[config.mk]
export PLATFORM = sky130hd
export DESIGN_NAME = pes_event_select
export DESIGN_NICKNAME = d
export VERILOG_FILES = /design/src/verilog/pes_pkg.sv /design/src/verilog/pes_event_select.sv
export SDC_FILE = /design/constraint.sdc
export NUM_CORES = 1
export LEC_CHECK = 0
export BUFFER_PORTS_ARGS = -buffer_cell sky130_fd_sc_hd__buf_2
export CORE_MARGIN = 2
export CORE_UTILIZATION = 55
export DETAILED_ROUTE_END_ITERATION = 10
export PLACE_DENSITY_LB_ADDON = 0.15
export SYNTH_ARGS = -nofsm -noshare
export SYNTH_HDL_FRONTEND = slang
export SYNTH_SLANG_ARGS = --single-unit
[constraint.sdc]
create_clock -name ref_clk -period 5.5 [get_ports ref_clk]
set_input_delay 0 -clock ref_clk [delete_from_list [all_inputs] [get_ports ref_clk]]
set_output_delay 0 -clock ref_clk [all_outputs]
set_load 0.005 [all_outputs]
[src/verilog/pes_pkg.sv]
// Package for the performance event select decoder.
// Assumes one core clock domain; software programs the event code and unit mask.
package pes_pkg;
  localparam logic [7:0] EVT_SIMD_ARITH   = 8'hca;
  localparam logic [7:0] EVT_LOAD_RETIRED = 8'hcb;
  localparam logic [7:0] EVT_VEC_ASSIST   = 8'hcd;
  localparam logic [7:0] EVT_VEC_RETIRED  = 8'hce;
  localparam logic [7:0] EVT_SAT_RETIRED  = 8'hcf;
  localparam logic [7:0] EVT_BR_DECODED   = 8'he0;
  localparam logic [7:0] EVT_FALSE_BR     = 8'he4;
  localparam logic [7:0] EVT_REDIRECT     = 8'he6;

  localparam logic [7:0] MASK_NONE        = 8'h00;
  localparam logic [7:0] MASK_SCALAR_DBL  = 8'h08;
  localparam logic [7:0] MASK_L2_HIT      = 8'h01;
  localparam logic [7:0] MASK_L2_MISS     = 8'h02;
  localparam logic [7:0] MASK_DTLB_MISS   = 8'h04;
  localparam logic [7:0] MASK_ONE         = 8'h01;

  localparam int REDIRECT_STALL_CYCLES = 7;
  localparam int CNT_WIDTH             = 32;
endpackage : pes_pkg

[src/verilog/pes_event_select.sv]
// Event selection, counting and front-end redirect stall for one performance counter.
// Assumes event strobes are one-cycle pulses synchronous to ref_clk.
// What this block does
// - Scalar double arithmetic counted, loads/stores/logicals excluded.
// - Count loads missing first level, hitting second.
// - Count retired loads missing second-level cache.
// - Count translation-miss loads unless load faulted.
// - Count vector assists after vector state clear.
// - Assists include denormal and underflow cases.
// - Count every retired vector instruction.
// - Count only saturating retired vector instructions.
// - Count decoded branches, retired or not.
// - Count byte sequences falsely seen as taken branches.
// - False branch raises redirect, flushes target buffer.
// - Count every front-end redirect.
// - Each redirect stalls front end seven cycles.
`timescale 1ns/10ps
module pes_event_select #(
  parameter int STALL_CYCLES = pes_pkg::REDIRECT_STALL_CYCLES
) (
  input  wire logic                         ref_clk,
  input  wire logic                         reset,
  input  wire logic [7:0]                   eventCode,
  input  wire logic [7:0]                   unitMask,
  input  wire logic                         simdRetired,
  input  wire logic                         simdScalarDouble,
  input  wire logic                         simdArith,
  input  wire logic                         simdSaturating,
  input  wire logic                         loadRetired,
  input  wire logic                         loadL1Miss,
  input  wire logic                         loadL2Miss,
  input  wire logic                         loadTlbMiss,
  input  wire logic                         loadFault,
  input  wire logic                         vectorStateClearInstr,
  input  wire logic                         packedStateDirty,
  input  wire logic                         denormInput,
  input  wire logic                         denormalsAsZeroFlag,
  input  wire logic                         underflowResult,
  input  wire logic                         flushToZeroFlag,
  input  wire logic                         branchDecoded,
  input  wire logic                         falseBranchDetect,
  input  wire logic                         lateRedirect,
  output logic                              frontEndRedirectEvent,
  output logic                              branchTargetBufferFlush,
  output logic                              frontEndStall,
  output logic                              selectMatch,
  output logic [pes_pkg::CNT_WIDTH-1:0]     eventCount
);
  // The stall counter is eight bits wide, so a longer penalty cannot be held.
  if (STALL_CYCLES < 1 || STALL_CYCLES > 255) begin : g_bad_stall
    $error("STALL_CYCLES out of range");
  end

  logic simdArithRetiredEvent, loadSecondLevelHitEvent, loadSecondLevelMissEvent;
  logic loadTranslationMissEvent, vectorAssistEvent, vectorRetiredEvent;
  logic saturatingVectorRetiredEvent, branchDecodedEvent, falseBranchEvent;
  logic inc;

  always_comb begin
    simdArithRetiredEvent        = simdRetired & simdScalarDouble & simdArith;
    loadSecondLevelHitEvent      = loadRetired & loadL1Miss & ~loadL2Miss;
    loadSecondLevelMissEvent     = loadRetired & loadL2Miss;
    loadTranslationMissEvent     = loadRetired & loadTlbMiss & ~loadFault;
    vectorAssistEvent            = (vectorStateClearInstr & packedStateDirty)
                                 | (denormInput & ~denormalsAsZeroFlag)
                                 | (underflowResult & ~flushToZeroFlag);
    vectorRetiredEvent           = simdRetired;
    saturatingVectorRetiredEvent = simdRetired & simdSaturating;
    branchDecodedEvent           = branchDecoded;
    falseBranchEvent             = falseBranchDetect;
    frontEndRedirectEvent        = falseBranchDetect | lateRedirect;
    branchTargetBufferFlush      = falseBranchDetect;
  end

  always_comb begin
    selectMatch = 1'b1;
    inc         = 1'b0;
    case (eventCode)
      pes_pkg::EVT_SIMD_ARITH: begin
        selectMatch = (unitMask == pes_pkg::MASK_SCALAR_DBL);
        inc         = simdArithRetiredEvent;
      end
      pes_pkg::EVT_LOAD_RETIRED: begin
        case (unitMask)
          pes_pkg::MASK_L2_HIT:    inc = loadSecondLevelHitEvent;
          pes_pkg::MASK_L2_MISS:   inc = loadSecondLevelMissEvent;
          pes_pkg::MASK_DTLB_MISS: inc = loadTranslationMissEvent;
          default:                 selectMatch = 1'b0;
        endcase
      end
      pes_pkg::EVT_VEC_ASSIST: begin
        selectMatch = (unitMask == pes_pkg::MASK_NONE);
        inc         = vectorAssistEvent;
      end
      pes_pkg::EVT_VEC_RETIRED: begin
        selectMatch = (unitMask == pes_pkg::MASK_NONE);
        inc         = vectorRetiredEvent;
      end
      pes_pkg::EVT_SAT_RETIRED: begin
        selectMatch = (unitMask == pes_pkg::MASK_NONE);
        inc         = saturatingVectorRetiredEvent;
      end
      pes_pkg::EVT_BR_DECODED: begin
        selectMatch = (unitMask == pes_pkg::MASK_ONE);
        inc         = branchDecodedEvent;
      end
      pes_pkg::EVT_FALSE_BR: begin
        selectMatch = (unitMask == pes_pkg::MASK_ONE);
        inc         = falseBranchEvent;
      end
      pes_pkg::EVT_REDIRECT: begin
        selectMatch = (unitMask == pes_pkg::MASK_ONE);
        inc         = frontEndRedirectEvent;
      end
      default: selectMatch = 1'b0;
    endcase
  end

  logic [pes_pkg::CNT_WIDTH-1:0] count_ff, nxt_count;
  logic [7:0]                    stall_ff, nxt_stall;

  always_comb begin
    nxt_count = count_ff;
    if (selectMatch && inc) begin
      nxt_count = count_ff + 1'b1;
    end
    // A redirect during a stall restarts the full penalty.
    nxt_stall = (stall_ff != 8'h00) ? stall_ff - 8'h01 : 8'h00;
    if (frontEndRedirectEvent) begin
      nxt_stall = 8'(STALL_CYCLES);
    end
  end

  always_ff @(posedge ref_clk) begin
    if (reset) begin
      count_ff <= '0;
      stall_ff <= 8'h00;
    end else begin
      count_ff <= nxt_count;
      stall_ff <= nxt_stall;
    end
  end

  assign eventCount    = count_ff;
  assign frontEndStall = (stall_ff != 8'h00);

  // The repetition counts below assume the default penalty; other lengths skip these two checks.
  if (STALL_CYCLES == pes_pkg::REDIRECT_STALL_CYCLES) begin : g_stall_checks

  end
endmodule // pes_event_select

# == Word level (Yosys, flattened, before mapping) ==
# Index checks and enable logic that the tools add are counted.
# word_totals
regBits,40
latchBits,0
ramBits,0
romBits,0
in_bits,36
out_inout_bits,36
word_cells,49
memories,0
# classes
addsub,2
n_mul,0
n_div,0
order_cmp,0
n_eq_ne,12
n_shift,0
muxes,6
n_bitwise,19
reduce_logical,7
# ops
operator,count
$eq A8 B8 Y1 const B,8
$add A32 B1 Y32 const B,1
$reduce_or A3 Y1,4
$and A1 B1 Y1,11
$eq A8 B1 Y1 const B,1
$eq A8 B2 Y1 const B,1
$eq A8 B3 Y1 const B,1
$eq A8 B4 Y1 const B,1
$logic_not A8 Y1,1
$pmux W1 S8,1
$reduce_bool A8 Y1,1
$sub A8 B1 Y8 const B,1
$mux W3,2
$not A1 Y1,5
$pmux W1 S4,1
$or A1 B1 Y1,3
$pmux W1 S3,1
$logic_and A1 B1 Y1,1
$mux W1,1

# == Logic depth before layout (Yosys ltp) ==
# depth
ltp_word,6
depth_mapped,8

# == Worst setup path before layout ==
# No wires, ideal clock.
# synth_path
path_type,register to register
from,register count_ff (netlist bit eventCount[11])
to,register count_ff (netlist bit eventCount[29])
setup_ns,0.070
t_arrival_ns,2.236
required_ns,5.430
slack_ns,3.194
path_stages_with_launch,8
cell_sequence,dfxtp_1 nand4_1 or3_1 clkbuf_1 nor4_1 nand4_1 or4_1 a21oi_1
# synth_via
elab_chain_len,1
# synth_lines
item,line,rtl
from (decl),pes_event_select.sv:119,"logic [pes_pkg::CNT_WIDTH-1:0] count_ff, nxt_count;"
from (signal assigned),pes_event_select.sv:139,count_ff <= nxt_count;
$add A32 B1 Y32,pes_event_select.sv:125,nxt_count = count_ff + 1'b1;
# No other way between the ends.
# A chain may end at the register's enable or synchronous reset.

# == Worst setup path in the final report ==
# Ends and elaborated chain as after synthesis.

==> results.json <==
{
  "status": "finished clean",
  "cpMostUsedCell": "nand4_1",
  "hold_start": "lateRedirect",
  "core_area_um2": 4030,
  "ctsHoldBuffers": 0,
  "routedWlPerCell_um": 14.2,
  "crit_end": "eventCount[29]$_SDFFE_PP0P_",
  "gp_congestion": 0.804,
  "cpLargestDelayFamily": "simple AND/OR/NAND/NOR gates",
  "clkSlewWorstSetupHoldPaths_ns": 0.08,
  "rsz0062_at_grt": "false",
  "antenna_found_initial": 0,
  "dr.first_iter.drc_count": 107,
  "clock_latency_ns": 0.29,
  "tns_ns": 0,
  "cts_resized": 0,
  "overflow": 0,
  "final_common_cell": "buf_2",
  "vias": 2408,
  "maxSlewViolCount": 0,
  "setup_viol_count_final": 0,
  "max_slew_margin_pct": 50.3,
  "synth_cell_type_count": 46,
  "met3_usage_pct": 5.52,
  "synth_nets": 330,
  "r2r_setup_slack_ns": 2.96,
  "ctsHtreeMaxLevel": 2,
  "power.density_nw_per_um2": 190,
  "ys_seq_area_share_pct": 34.6,
  "critPathRequiredTime_ns": 5.71,
  "max-vdd-ir-drop_v": 0.000147,
  "r2r-end": "eventCount[29]$_SDFFE_PP0P_",
  "die_h_um": 68.8,
  "io_buffers": 71,
  "cts.sinks": 40,
  "grt_use_met2_pct": 43.9,
  "leakagePower_nw": 1.07,
  "ys_ff_latch": 40,
  "io_pins": 72,
  "grt_max_degree": 51,
  "path_class": "register to register",
  "synth_area_um2": 2310,
  "grt_pass1_vias": 2166,
  "path_cells": "nand4_1 > or3_1 > nor4_1 > nand4_1 > or4_1 > a21oi_1",
  "slowest_stage": "nor4_1",
  "finClkSkew_ns": 0.00532,
  "layout.nets": 394,
  "antenna_left": 0,
  "yosys.area_share.simple_pct": 35.8,
  "timing.rr.start": "eventCount[11]$_SDFFE_PP0P_",
  "path_depth": 6,
  "synth_compound_area_share_pct": 18.5,
  "max_freq_mhz": 394,
  "synth_top_family_by_area": "simple AND/OR/NAND/NOR gates",
  "ys.flop_type": "dfxtp_1",
  "synthAdderAreaFrac_pct": 1.62,
  "muxShareOfSynthArea_pct": 2.44,
  "die_w_um": 68.8,
  "fin_area_um2": 2770,
  "layout_common_cells": "buf_2 (71), dfxtp_1 (40), a21oi_1 (28), o21ai_0 (25), or3_1 (23)",
  "worstMarginPinSlew_ns": 0.746,
  "grt.busiest_layer": "met2",
  "clockBufferDepth": 2,
  "numCtsBuffers": 5,
  "async_flop_share_pct": 0,
  "start_util_pct": 57.4,
  "finalPower_uw": 526,
  "crit_arrival_ns": 2.75,
  "drive_gt1_share_pct": 25.4,
  "end_kind": "register",
  "dpl.hpwl_um": 4170,
  "ys.warnings.count": 0,
  "period_needed_ns": 2.54,
  "drv_cap": 0,
  "row_count": 23,
  "via_per_inst": 5.95,
  "synth_xor_area_share_pct": 3.03,
  "syn_avg_cell_area_um2": 7.95,
  "dieArea_um2": 4740,
  "syn_inst": 291,
  "cp_max_fo": 7,
  "drc": 0,
  "postCtsSetupBuffers": 0,
  "hold_class": "primary input to register",
  "critPathLaunchType": "register",
  "timing.final.crit_share_pct": 46.1,
  "place_area_um2": 2690,
  "cp-startpoint": "eventCount[11]$_SDFFE_PP0P_",
  "cts_tree": "yes",
  "diodes": 0,
  "drt-total-wl_um": 5750,
  "firstDrtPassIters": 4,
  "grtUsageTotal_pct": 25.9,
  "max_stage_delay_ns": 0.59,
  "globalRouteMet1Util_pct": 31.8,
  "reg2reg_depth": 6,
  "root_buffer": "clkbuf_8",
  "grt_first_pass_wirelength_um": 9270,
  "area_growth_pct": 19.9,
  "synth_edf_count": 0,
  "hold_viol": 0,
  "crit_buf_inv": 0
}
-- report_power, final --
group	leakage (nW)	total, mW	switching (mW)	internal, mW
Combinational	0.704	0.0482	0.0264	0.0218
Clock	0.0410	0.184	0.0977	0.0863
Sequential	0.323	0.294	0.00198	0.292
Total	1.07	0.526	0.126	0.400
-- worst min-delay path, delay by kind of cell --
kind            cells  cell delay, ns
compound gates      1            0.06
buf+inv             1            0.09
simple gates        2            0.17
-- how the worst min path moves through the flow --
| stage | end | cells past startpoint | slack, ns |
|---|---|---|---|
| after floorplan | branchTargetBufferFlush | 1 | 0.08 |
| after global placement | branchTargetBufferFlush | 2 | 0.20 |
| after detailed placement | branchTargetBufferFlush | 2 | 0.20 |
| after CTS | stall_ff[1]$_SDFF_PP0_ | 4 | 0.07 |
| after global routing | stall_ff[0]$_SDFF_PP0_ | 5 | 0.15 |
| final | stall_ff[1]$_SDFF_PP0_ | 4 | 0.06 |
-- routing by layer --
metal,wire (um),up-vias
met4,61,0
li1,-,1209
met1,2540,1123
met5,0,-
met2,2820,68
met3,330,8
-- cells in the mapped netlist (3+ instances only) --
cell type	instances	share of area (%)
a21oi_1	28	6.1
and2_1	5	1.4
and3_1	3	0.81
and3b_1	3	1.1
clkbuf_1	11	1.8
dfxtp_1	40	35
ha_1	3	1.6
inv_1	8	1.3
mux2_2	5	2.4
nand2_1	18	2.9
nand2b_1	5	1.4
nand3_1	12	2.6
nand4_1	16	4.3
nor2_1	21	3.4
nor2b_1	7	1.9
nor3b_1	4	1.3
nor4_1	6	1.6
o21ai_0	25	5.4
o31ai_1	4	1.3
or3_1	23	6.2
or4_1	6	1.9
xor2_1	6	2.3
-- sequential cells by signal (all words and copies together) (netlist names) --
register / cells
stall_ff: 8
eventCount: 32
-- cells by family (layout without fill, tap and decap cells) --
logic type               after synthesis  after routing
adder cells (fa/ha/maj)                3              3
buffers and inverters                 23             87
XOR/XNOR                               8              8
flip-flops                            40             40
AND/OR/NAND/NOR                      143            143
AO/OA/AOI/OAI                         69             69
multiplexers                           5              5
-- area by class of cell --
type	count	area (um2)
Clock buffer	6	72.6
Clock inverter	1	5.00
Fill cell	361	1260
Inverter	8	30.0
Multi-Input combinational cell	228	1440
Sequential cell	40	801
Tap cell	50	62.6
Timing Repair Buffer	72	363
-- metrics by stage --
step                instances  util (%)  hold slack, ns  setup slack [ns]
floorplan                 291         -          0.0808              3.19
global placement          398      66.9           0.197              3.06
CTS                       405      68.8          0.0684              3.01
detailed placement        398      66.9           0.199              2.96
global route              405      68.8           0.148              2.66
finish                    405      68.8          0.0648              2.96
Note: power is estimated with default switching activity, not from simulation.
